[src/verilog/umbc_pkg.sv]
// umbc_pkg: constants, types and register map of the serial mode and baud control block.
// assumes a single core clock domain and a plain strobe register port.
package umbc_pkg;

  // ----------------------------------------------------------------
  // register map
  // ----------------------------------------------------------------
  localparam logic [7:0] UMBC_ADDR_PWR = 8'h87;
  localparam logic [7:0] UMBC_ADDR_SCTL = 8'h98;
  localparam logic [7:0] UMBC_ADDR_BRL = 8'h9A;
  localparam logic [7:0] UMBC_ADDR_BAUD = 8'h9B;
  localparam logic [7:0] UMBC_PWR_RST = 8'h10;
  localparam logic [7:0] UMBC_SCTL_RST = 8'h00;
  localparam logic [4:0] UMBC_BAUD_RST = 5'h00;
  localparam logic [7:0] UMBC_BRL_RST = 8'h00;

  // ----------------------------------------------------------------
  // bit positions
  // ----------------------------------------------------------------
  localparam int UMBC_B_B7 = 7;
  localparam int UMBC_B_SM_LO = 6;
  localparam int UMBC_B_MPE = 5;
  localparam int UMBC_B_REN = 4;
  localparam int UMBC_B_TB8 = 3;
  localparam int UMBC_B_RB8 = 2;
  localparam int UMBC_B_TI = 1;
  localparam int UMBC_B_RI = 0;
  localparam int UMBC_B_DBL = 7;
  localparam int UMBC_B_B7SEL = 6;
  localparam int UMBC_B_PWR_LO = 5;
  localparam int UMBC_B_RUN = 4;
  localparam int UMBC_B_TXSEL = 3;
  localparam int UMBC_B_RXSEL = 2;
  localparam int UMBC_B_FAST = 1;
  localparam int UMBC_B_SRC = 0;

  // ----------------------------------------------------------------
  // timing constants
  // ----------------------------------------------------------------
  localparam logic [3:0] UMBC_M0_DIV = 4'hC;
  localparam logic [3:0] UMBC_SLOW_PRE = 4'h6;
  localparam logic [7:0] UMBC_GEN_POST = 8'h40;
  localparam logic [7:0] UMBC_M2_DIV = 8'h40;

  typedef enum logic [1:0] {
    UMBC_MODE_SHIFT = 2'h0,
    UMBC_MODE_8VAR = 2'h1,
    UMBC_MODE_9FIX = 2'h2,
    UMBC_MODE_9VAR = 2'h3
  } umbc_mode_t;

  typedef struct packed {
    logic [7:0] addr;
    logic [7:0] wdata;
    logic wr;
    logic rd;
  } umbc_bus_t;

  typedef struct packed {
    logic tx_frame_start;
    logic tx_stop_start;
    logic rx_stop_done;
    logic rx_ninth;
    logic rx_stop_bit;
    logic rx_stop_valid;
  } umbc_evt_t;

  typedef struct packed {
    logic sm_hi;
    logic fe;
    logic [6:0] sctl_lo;
    logic [7:0] pwr;
    logic [4:0] baud;
    logic [7:0] baud_reload_value;
    logic [3:0] pre_cnt;
    logic [7:0] gen_cnt;
    logic [7:0] post_cnt;
    logic gen_tick;
    logic [7:0] m0_cnt;
    logic [7:0] rdata;
  } umbc_state_t;

endpackage : umbc_pkg

[src/verilog/umbc_ctrl.sv]
// umbc_ctrl: serial control, power-control serial bits, baud control and baud generator.
// assumes the serial shifter reports frame events as one-cycle pulses on CORE_CLK.
//
// The address-and-strobe port was left to the implementer.
`timescale 1ns/1ps
`default_nettype none
module umbc_ctrl
  import umbc_pkg::*;
(
  // clock and reset
  input wire logic CORE_CLK,
  input wire logic RST_N,
  // register port
  input wire umbc_bus_t BUS,
  output var logic [7:0] RDATA,
  // shifter events
  input wire umbc_evt_t EVT,
  input wire logic DOUBLE_SPEED_CLOCK,
  input wire logic TIMER_BAUD_TICK,
  // shifter controls
  output var logic [1:0] MODE,
  output var logic MULTIPROC_ENABLE,
  output var logic RX_ENABLE,
  output var logic TX_NINTH_BIT,
  output var logic TX_DONE_FLAG,
  output var logic RX_DONE_FLAG,
  output var logic TX_BAUD_TICK,
  output var logic RX_BAUD_TICK,
  output var logic MODE0_TICK,
  output var logic BAUD_DOUBLER
);

  umbc_state_t q;
  umbc_state_t next_q;

  function automatic logic wr_hit(input umbc_bus_t b, input logic [7:0] a);
    return b.wr && (b.addr == a);
  endfunction

  // ----------------------------------------------------------------
  // next-state logic
  // ----------------------------------------------------------------
  always_comb begin
    logic [1:0] mode;
    logic fire;
    logic [3:0] pre_lim;
    logic [7:0] post_lim;
    logic [7:0] div;
    mode = {q.sm_hi, q.sctl_lo[UMBC_B_SM_LO]};
    fire = 1'b0;
    pre_lim = q.baud[UMBC_B_FAST] ? 4'h1 : UMBC_SLOW_PRE;
    post_lim = UMBC_GEN_POST >> (2'(q.pwr[UMBC_B_DBL]) + 2'(DOUBLE_SPEED_CLOCK));
    div = {4'h0, UMBC_M0_DIV} >> DOUBLE_SPEED_CLOCK;
    next_q = q;
    next_q.gen_tick = 1'b0;
    // register writes
    if (wr_hit(BUS, UMBC_ADDR_SCTL)) begin
      next_q.sctl_lo = BUS.wdata[6:0];
      if (q.pwr[UMBC_B_B7SEL]) begin
        if (!BUS.wdata[UMBC_B_B7]) begin
          next_q.fe = 1'b0;
        end
      end else begin
        next_q.sm_hi = BUS.wdata[UMBC_B_B7];
      end
    end
    if (wr_hit(BUS, UMBC_ADDR_PWR)) begin
      next_q.pwr = BUS.wdata;
    end
    if (wr_hit(BUS, UMBC_ADDR_BAUD)) begin
      next_q.baud = BUS.wdata[4:0];
    end
    if (wr_hit(BUS, UMBC_ADDR_BRL)) begin
      next_q.baud_reload_value = BUS.wdata;
    end
    // hardware events, after writes so a set wins
    if (EVT.rx_stop_done && !EVT.rx_stop_valid && q.sctl_lo[UMBC_B_REN]) begin
      next_q.fe = 1'b1;
    end
    if ((mode == UMBC_MODE_SHIFT) ? EVT.tx_frame_start : EVT.tx_stop_start) begin
      next_q.sctl_lo[UMBC_B_TI] = 1'b1;
    end
    if (EVT.rx_stop_done && q.sctl_lo[UMBC_B_REN]) begin
      if (mode == UMBC_MODE_SHIFT) begin
        next_q.sctl_lo[UMBC_B_RI] = 1'b1;
      end else if (mode == UMBC_MODE_8VAR) begin
        if (!q.sctl_lo[UMBC_B_MPE]) begin
          next_q.sctl_lo[UMBC_B_RB8] = EVT.rx_stop_bit;
          next_q.sctl_lo[UMBC_B_RI] = 1'b1;
        end else if (EVT.rx_stop_valid) begin
          next_q.sctl_lo[UMBC_B_RI] = 1'b1;
        end
      end else begin
        next_q.sctl_lo[UMBC_B_RB8] = EVT.rx_ninth;
        if (!q.sctl_lo[UMBC_B_MPE] || EVT.rx_ninth) begin
          next_q.sctl_lo[UMBC_B_RI] = 1'b1;
        end
      end
    end
    // internal generator: pre-scale, reload counter, post divide
    if (q.baud[UMBC_B_RUN]) begin
      if (q.pre_cnt >= pre_lim - 4'h1) begin
        next_q.pre_cnt = 4'h0;
        if (q.gen_cnt == 8'hFF) begin
          next_q.gen_cnt = q.baud_reload_value;
          fire = 1'b1;
        end else begin
          next_q.gen_cnt = q.gen_cnt + 8'h01;
        end
      end else begin
        next_q.pre_cnt = q.pre_cnt + 4'h1;
      end
      if (fire) begin
        if (q.post_cnt >= post_lim - 8'h01) begin
          next_q.post_cnt = 8'h00;
          next_q.gen_tick = 1'b1;
        end else begin
          next_q.post_cnt = q.post_cnt + 8'h01;
        end
      end
    end else begin
      next_q.pre_cnt = 4'h0;
      next_q.gen_cnt = q.baud_reload_value;
      next_q.post_cnt = 8'h00;
    end
    // mode 0 oscillator divide, halved in double-speed
    if (q.m0_cnt >= div - 8'h01) begin
      next_q.m0_cnt = 8'h00;
    end else begin
      next_q.m0_cnt = q.m0_cnt + 8'h01;
    end
    // read data, one cycle later
    next_q.rdata = 8'h00;
    if (BUS.rd) begin
      case (BUS.addr)
        UMBC_ADDR_SCTL: next_q.rdata = {q.pwr[UMBC_B_B7SEL] ? q.fe : q.sm_hi, q.sctl_lo};
        UMBC_ADDR_PWR: next_q.rdata = q.pwr;
        UMBC_ADDR_BAUD: next_q.rdata = {3'h0, q.baud};
        UMBC_ADDR_BRL: next_q.rdata = q.baud_reload_value;
        default: next_q.rdata = 8'h00;
      endcase
    end
  end

  // ----------------------------------------------------------------
  // state register
  // ----------------------------------------------------------------
  always_ff @(posedge CORE_CLK or negedge RST_N) begin
    if (!RST_N) begin
      q <= '0;
      q.sctl_lo <= UMBC_SCTL_RST[6:0];
      q.sm_hi <= UMBC_SCTL_RST[UMBC_B_B7];
      q.pwr <= UMBC_PWR_RST;
      q.baud <= UMBC_BAUD_RST;
      q.baud_reload_value <= UMBC_BRL_RST;
    end else begin
      q <= next_q;
    end
  end

  // ----------------------------------------------------------------
  // outputs, all from flip-flops
  // ----------------------------------------------------------------
  logic [1:0] mode_r;
  logic [6:0] ctl_r;
  logic tx_tick_r, rx_tick_r, m0_tick_r, dbl_r;
  logic mpe_r;
  always_ff @(posedge CORE_CLK or negedge RST_N) begin
    if (!RST_N) begin
      mode_r <= 2'h0;
      ctl_r <= 7'h00;
      tx_tick_r <= 1'b0;
      rx_tick_r <= 1'b0;
      m0_tick_r <= 1'b0;
      dbl_r <= 1'b0;
      mpe_r <= 1'b0;
    end else begin
      mode_r <= {next_q.sm_hi, next_q.sctl_lo[UMBC_B_SM_LO]};
      ctl_r <= next_q.sctl_lo;
      tx_tick_r <= q.baud[UMBC_B_TXSEL] ? q.gen_tick : TIMER_BAUD_TICK;
      rx_tick_r <= q.baud[UMBC_B_RXSEL] ? q.gen_tick : TIMER_BAUD_TICK;
      m0_tick_r <= q.baud[UMBC_B_SRC] ? q.gen_tick : (q.m0_cnt == 8'h00);
      dbl_r <= q.pwr[UMBC_B_DBL];
      mpe_r <= next_q.sctl_lo[UMBC_B_MPE]
        && ({next_q.sm_hi, next_q.sctl_lo[UMBC_B_SM_LO]} != UMBC_MODE_SHIFT);
    end
  end

  assign RDATA = q.rdata;
  assign MODE = mode_r;
  assign MULTIPROC_ENABLE = mpe_r;
  assign RX_ENABLE = ctl_r[UMBC_B_REN];
  assign TX_NINTH_BIT = ctl_r[UMBC_B_TB8];
  assign TX_DONE_FLAG = ctl_r[UMBC_B_TI];
  assign RX_DONE_FLAG = ctl_r[UMBC_B_RI];
  assign TX_BAUD_TICK = tx_tick_r;
  assign RX_BAUD_TICK = rx_tick_r;
  assign MODE0_TICK = m0_tick_r;
  assign BAUD_DOUBLER = dbl_r;

endmodule // umbc_ctrl
`default_nettype wire

[config.mk]
export PLATFORM = sky130hd
export DESIGN_NAME = umbc_ctrl
export DESIGN_NICKNAME = d
export VERILOG_FILES = /design/src/verilog/umbc_pkg.sv /design/src/verilog/umbc_ctrl.sv
export SDC_FILE = /design/constraint.sdc
export NUM_CORES = 1
export LEC_CHECK = 0
export BUFFER_PORTS_ARGS = -buffer_cell sky130_fd_sc_hd__buf_2
export CORE_MARGIN = 2
export CORE_UTILIZATION = 32
export DETAILED_ROUTE_END_ITERATION = 8
export PLACE_DENSITY_LB_ADDON = 0.2
export SLEW_MARGIN = 20
export SYNTH_ARGS = -nofsm -noshare
export SYNTH_HDL_FRONTEND = slang
export SYNTH_SLANG_ARGS = --single-unit
[constraint.sdc]
create_clock -name CORE_CLK -period 4.7 [get_ports CORE_CLK]
set_input_delay 1.41 -clock CORE_CLK [delete_from_list [all_inputs] [get_ports CORE_CLK]]
set_output_delay 1.41 -clock CORE_CLK [all_outputs]
set_load 0.05 [all_outputs]
Word-level counts from Yosys, hierarchy flattened
Cells that the tools add are included.
{"block": "word_totals", "reg_bits": 74, "latch_bits": 0, "ramBits": 0, "rom_bits": 0, "output_inout_bits": 19, "wordCells": 96, "mem_count": 0}
{"block": "op_classes", "addsub": 8, "n_mul": 0, "div": 0, "magnitude_cmp": 3, "eq_ne": 9, "n_shift": 2, "mux": 36, "bitwise": 0, "n_reduce_logical": 18}
{"operator": "$eq 8x8->1 const B", "count": 5}
{"operator": "$mux 8", "count": 5}
{"operator": "$pmux 8 s4", "count": 1}
{"operator": "$mux 1", "count": 25}
{"operator": "$add 8x1->8 const B", "count": 3}
{"operator": "$mux 20", "count": 1}
{"operator": "$mux 9", "count": 2}
{"operator": "$ge 8x8->1", "count": 2}
{"operator": "$sub 8x1->8 const B", "count": 2}
{"operator": "$logic_and 1x1->1", "count": 8}
{"operator": "$logic_not 8->1", "count": 1}
{"operator": "$reduce_bool 2->1", "count": 4}
{"operator": "$shr 4x1->8 const A", "count": 1}
{"operator": "$shr 7x2->8 const A", "count": 1}
{"operator": "$ne 2x1->1 const B", "count": 3}
{"operator": "$add 4x1->4 const B", "count": 1}
{"operator": "$ge 4x4->1", "count": 1}
{"operator": "$mux 4", "count": 1}
{"operator": "$sub 3x1->4 const B", "count": 1}
{"operator": "$mux 3", "count": 1}
{"operator": "$reduce_and 3->1", "count": 1}
{"operator": "$add 1x1->2", "count": 1}
{"operator": "$eq 2x1->1 const B", "count": 1}
{"operator": "$logic_not 1->1", "count": 2}
{"operator": "2 further kinds", "count": 2}

Longest topological paths before layout
Gate-level depths: netlist of the first run.
{"block": "logic_depth", "word_depth": 8, "depth_mapped": 8}

Worst setup path before layout of the first run
Ideal clock, no wire load.
{"block": "synth_path", "path_kind": "input-to-reg", "startpoint": "input DOUBLE_SPEED_CLOCK", "endpoint": "register q[22] in the netlist's numbering", "setup_time_ns": 0.082, "t_arrival_ns": 2.878, "required_ns": 4.618, "setup_slack_ns": 1.739, "stages": 8, "path_buffers": 0, "cell_sequence": "inv_1 > ha_1 > inv_1 > ha_1 > a2111o_1 > a21oi_2 > nand4_1 > o22ai_1"}
{"block": "synth_via", "elab_chain_len": 7}
{"item": "start: declaration", "line_no": "umbc_ctrl.sv:18", "text": "input wire logic DOUBLE_SPEED_CLOCK,"}
{"item": "$add 1x1->2", "line_no": "umbc_ctrl.sv:52", "text": "post_lim = UMBC_GEN_POST >> (2'(q.pwr[UMBC_B_DBL]) + 2'(DOUBLE_SPEED_CLOCK));"}
{"item": "$shr 7x2->8", "line_no": "umbc_ctrl.sv:52"}
{"item": "$sub 8x1->8", "line_no": "umbc_ctrl.sv:114", "text": "if (q.post_cnt >= post_lim - 8'h01) begin"}
{"item": "$ge 8x8->1", "line_no": "umbc_ctrl.sv:114"}
{"item": "$mux 8", "line_no": "umbc_ctrl.sv:114"}
{"item": "$mux 9", "line_no": "umbc_ctrl.sv:113", "text": "if (fire) begin"}
{"item": "$mux 20", "line_no": "umbc_ctrl.sv:101", "text": "if (q.baud[UMBC_B_RUN]) begin"}
{"item": "end signal: assignment", "line_no": "umbc_ctrl.sv:157", "text": "q <= next_q;"}
{"item": "end: declaration", "line_no": "umbc_ctrl.sv:33", "text": "umbc_state_t q;"}
No other way between the ends. The select of a mux whose other input is x is not followed.
A chain may end at the register's enable or synchronous reset.

Final worst setup path of the first run
Ends and elaborated chain as after synthesis.

==> run metrics, run 1 <==
post-place setup slack 1.38 ns; Syn Inst Count between 300 and 400; crit-path cells buf_2, inv_1, ha_1, inv_1, ha_1, a2111o_1, a21oi_2, nand4_1, o22ai_1; fin worst setup slack 1.68 ns; crit path DAT 3.26 ns; reg2reg path depth 6; post-layout min period 3.02 ns; clk_lat worst skew 0.32 ns; Hold Slack between 0.4 and 0.5 ns; vias per std cell 5.30; wire per inst 16.6 um; Final nets 408; fin crit share 0.642; Main synth FF type dfrtp_1; CTS tree yes; WP data required 4.95 ns; setup TNS 0 ns; reg2reg end q[27]; CTS Buffer Depth 2; Initial Util 0.326; hold-fix buffers at CTS 0; Area Growth Syn to Fin 16.8%; Top Ports 47; All-Layer GR Usage 0.147; Max VDD drop 0.000199 V; CP endpoint kind flip-flop; share of cells above drive strength 1 0.278; max-cap violations 0; worst min-delay path category reg -> reg; Critical Path Source Type input pin; Mapped Avg Cell Area 11.1 um^2; GR Overflow Total 0; Worst Hold End q[33]; count of different cell masters after synthesis 66; non-filler cells, final between 500 and 600; drt total wl between 8000 and 9000 um; post-CTS setup buffer count 0; Buf/Inv on CP 3; max-slew violations 0; placed insts 498; Rel. slew slack 0.376; register-to-register setup slack ~2.2 ns; Hold Path Cell Cnt 1; row count 39; #FFs+latches synth 72; Mapped Area roughly 3700 um^2; P_leak 0.00204 uW; status complete, no violations; Worst Path Max Fanout 10; die area 12400 um^2; Die W around 110 um; gp weighted congestion 0.780; final setup fails 0; CTS Sinks between 70 and 80; Crit-path slowest cell a2111o_1; Setup Skew 0.00525 ns; unrepaired setup endpoints after global routing false; Worst Setup Path Type in -> reg; EDFF count, synth 0; Die Height 111 um; PortBufs between 40 and 50; Antenna diodes 0; hold path startpoint q[33]; reg2reg start q[33]; Num CTS Buffers 9; DR pass1 iterations 5; Crit path max-delay family compound AO/OA/AOI/OAI gates; Post-synth ARST share 1.00; Ys Warns 0; hpwl dp between 5000 and 6000 um; first-pass GRT wire length 14500 um; max incr delay on CP 0.40 ns; 1st-iter DRT viols between 100 and 150; Final Hold Fails 0; CTS clk-pin slew, worst paths 0.06 ns; number of remaining DRC errors 0; antenna violations before repair 0; Crit path depth 9; number of routed nets with antenna violations 0; Root Buffer clkbuf_16; Overall Power between 1500 and 2000 uW; PostCTS Resize Cnt 0; register area share after synthesis 0.488; total number of vias 2723; CORE AREA 11300 um^2; Pwr per Cell Area approximately 370 nW/um^2; worst slew pin tran 0.936 ns; vias in the first global route 2720; CTS H-Tree Depth 3; Fmax achieved ~330 MHz; largest net degree at the start of global routing 73
-- kinds of logic (layout without fill, tap and decap cells) --
group,Yosys count,count (layout),share of synthesized area
adders and majority gates,14,14,0.0475
xor gates and xnor gates,4,4,0.00949
and+or+nand+nor,93,93,0.149
AOI/OAI and AO/OA,79,79,0.155
buffers and inverters,37,74,0.0542
muxes,32,32,0.0959
DFF,72,72,0.488
other,1,3,0.00102
-- layout by cell type, fill, tap and decap left out, types with 5 or more instances in the layout --
cell type / n
a22o_1: 6
nand2_1: 23
and3_1: 6
mux2_2: 27
o21ai_0: 8
a211o_1: 5
a21oi_1: 17
nor2_1: 12
a21o_1: 5
buf_2: 45
mux2i_1: 5
nand3_1: 12
clkbuf_16: 9
nand4_1: 6
dfrtp_1: 71
a22oi_1: 7
inv_1: 12
ha_1: 14
and2_1: 5
-- synth_stat cells (7+ instances only) --
master | n | area [um^2]
dfrtp_1 | 71 | 1780
mux2_2 | 27 | 304
nand2_1 | 23 | 86.3
a21oi_1 | 17 | 85.1
ha_1 | 14 | 175
inv_1 | 12 | 45.0
nand3_1 | 12 | 60.1
nor2_1 | 12 | 45.0
buf_4 | 11 | 82.6
o21ai_0 | 8 | 40.0
a22oi_1 | 7 | 52.6
clkbuf_1 | 7 | 26.3
-- power by group --
part,switching [uW],total (uW),internal (uW)
Combinational,76.4,122,45.6
Sequential,25.2,671,646
Clock,256,803,546
-- flip-flops by register name (all words and copies together) (netlist names) --
register / count
MULTIPROC_ENABLE: 1
MODE0_TICK: 1
RX_BAUD_TICK: 1
q: 51
MODE: 2
RDATA: 8
TX_BAUD_TICK: 1
ctl_r: 6
BAUD_DOUBLER: 1
-- routing by layer --
layer  track usage  vias up  share of wire
met5             0        -              0
met4        0.0502        0         0.0080
met3        0.0289        5          0.043
met2         0.223       77           0.47
met1         0.210     1355           0.48
li1              -     1286              -
-- through the flow --
| step | util | area [um^2] |
|---|---|---|
| final | 0.381 | 4310 |
| after global routing | 0.381 | 4310 |
| after CTS | 0.381 | 4310 |
| after detailed placement | 0.349 | 3960 |
| after global placement | 0.349 | 3960 |
| after floorplan | - | 3700 |
-- worst max path at each step --
stage,endpoint,from
finish,q[22],DOUBLE_SPEED_CLOCK
global route,q[22],DOUBLE_SPEED_CLOCK
CTS,q[22],DOUBLE_SPEED_CLOCK
detailed placement,q[22],DOUBLE_SPEED_CLOCK
global placement,q[22],DOUBLE_SPEED_CLOCK
floorplan,q[22],DOUBLE_SPEED_CLOCK
-- area by class of cell --
cell class | count | area, um^2
clock buffers | 11 | 253
clock inverters | 5 | 103
fillers | 1149 | 7010
inverters | 12 | 45.0
multi-input cells | 225 | 1700
flip-flops and latches | 72 | 1800
well taps | 143 | 179
repair buffers | 46 | 233
Power figures use the tool's default switching activity.
==> inputs of run 2 (changes only) <==
clock period = 3 ns   (was 4.7 ns; I/O delays follow)
==> run 2 against run 1 <==
  * Die area is the same
  * Sequential power is 56% higher
  * Final area down 0.38%
  * Clock skew is 0.0019 ns lower
  * Global-route usage up 0.068 points
  * Non-clock buffer count grew 6
  * Count of clock-buffer cells in the layout is 1 higher
  * Sequential cell count stayed put
  * Critical path depth unchanged
  * Sequential share of layout area grew 0.16 points
  * Largest power group is now registers
  * Routed wire length shrank 0.20%
==> run metrics, run 2 (synthesis gave the netlist of run 1 again) <==
status complete, no violations (unchanged); Worst Path Max Fanout 10 (unchanged); worst slew pin tran 0.556 ns (was 0.936 ns); hpwl dp 6110 um (was 5940 um); CTS tree yes (unchanged); CTS clk-pin slew, worst paths 0.06 ns (about the same); GR Overflow Total 0 (unchanged); number of remaining DRC errors 0 (unchanged); final setup fails 0 (unchanged); wire per inst 16.4 um (was 16.6 um); max reg flops 51 (unchanged); Critical Path Source Type input pin (unchanged); unrepaired setup endpoints after global routing false (unchanged); Rel. slew slack 0.628 (was 0.376); 1st-iter DRT viols 137 (was 130); Final Hold Fails 0 (unchanged); CTS Sinks 72 (unchanged); CP endpoint kind flip-flop (unchanged); CTS Buffer Depth 2 (unchanged); vias per std cell 5.21 (was 5.30); commonest non-fill, non-tap cell in the layout dfrtp_1 (unchanged); clk_lat worst skew 0.33 ns (was 0.32 ns); Max VDD drop 0.000389 V (was 0.000199 V); most frequent cells in the layout dfrtp_1, buf_2, mux2_2 (unchanged); fin worst setup slack 0.524 ns (was 1.68 ns); Root Buffer clkbuf_16 (unchanged); Largest Register q (unchanged); Num CTS Buffers 9 (unchanged); PostCTS Resize Cnt 0 (unchanged); worst min-delay path category reg -> reg (unchanged); CORE AREA 11300 um^2 (unchanged); total number of vias 2709 (was 2723); post-place setup slack 0.179 ns (was 1.38 ns); post-CTS setup buffer count 0 (unchanged); setup TNS 0 ns (unchanged); vias in the first global route 2810 (was 2720); share of cells above drive strength 1 0.281 (was 0.278); Die W 111 um (unchanged); Pwr per Cell Area 530 nW/um^2 (was 370 nW/um^2); max-slew violations 0 (unchanged); Setup Skew 0.00330 ns (was 0.00525 ns); Antenna diodes 0 (unchanged); Top Ports 47 (unchanged); reg2reg path depth 6 (unchanged); PortBufs 46 (unchanged); crit path DAT 2.72 ns (was 3.26 ns); Die Height 111 um (unchanged); WP data required 3.25 ns (was 4.95 ns); post-layout min period 2.48 ns; number of routed nets with antenna violations 0 (unchanged); DR pass1 iterations 4 (was 5); antenna violations before repair 0 (unchanged); row count 39 (unchanged); Worst Setup Path Type in -> reg (unchanged); largest net degree at the start of global routing 40 (was 73); fin crit share 0.825; drt total wl 8520 um (was 8540 um); max-cap violations 0 (unchanged); CTS H-Tree Depth 3 (unchanged); register-to-register setup slack 0.64 ns (was 2.24 ns); Final nets 414 (was 408); Hold Slack 0.483 ns (was 0.484 ns); hold-fix buffers at CTS 0 (unchanged); Hold Path Cell Cnt 1 (unchanged); first-pass GRT wire length 14500 um (about the same); Initial Util 0.326 (unchanged); Fmax achieved 404 MHz; gp weighted congestion 0.781 (was 0.780); Area Growth Syn to Fin 16.3% (was 16.8%); P_leak 0.00205 uW (was 0.00204 uW); All-Layer GR Usage 0.147 (about the same); die area 12400 um^2 (unchanged)
-- run 2: cell count changes in the layout (fill, tap and decap cells not counted), sizes merged --
cell      before  now
clkinv         1    3
buf           46   52
clkinvlp       1    0
clkbuf        11   12
bufinv         3    1
-- run 2: critical path: stages --
cell,delay [ns]
buf_2,0.12
inv_1,0.08
ha_1,0.14
inv_1,0.04
ha_1,0.28
a2111o_1,0.39
a21oi_2,0.38
nand4_1,0.19
o22ai_1,0.20
-- run 2: report_power, final --
part	internal (uW)	switching, uW	total [uW]
clock network	640	387	1030
registers	1010	35.7	1050
logic	76.2	123	199
total	1730	546	2270
-- run 2: per-layer routing --
layer  up-vias  track usage  part of all wire
li1       1295            -                 -
met1      1348        0.208              0.49
met2        56        0.225              0.45
met3        10       0.0250             0.034
met4         0       0.0617             0.020
met5         -            0                 0
-- run 2: per-stage QoR --
stage	util	power, uW	area [um^2]	instances
floorplan	-	1180	3700	334
global placement	0.354	1260	4010	504
detailed placement	0.354	1270	4010	504
CTS	0.379	2300	4290	520
global route	0.379	2380	4290	520
finish	0.379	2270	4290	520
-- run 2: layout make-up --
type	instances	area, um^2
flip-flops and latches	72	1800
inverters	12	45.0
well taps	143	179
fillers	1133	7030
repair buffers	52	290
clock buffers	12	236
clock inverters	4	45.0
multi-input cells	225	1700
-- run 2: worst paths after layout --
kind                                     from  endpoint
hold reg to reg                         q[33]     q[33]
setup / recovery           DOUBLE_SPEED_CLOCK     q[22]
max in group asynchronous               RST_N     q[32]
min in group asynchronous               RST_N      q[8]
hold / removal                          q[33]     q[33]
setup reg to reg                        q[33]     q[32]
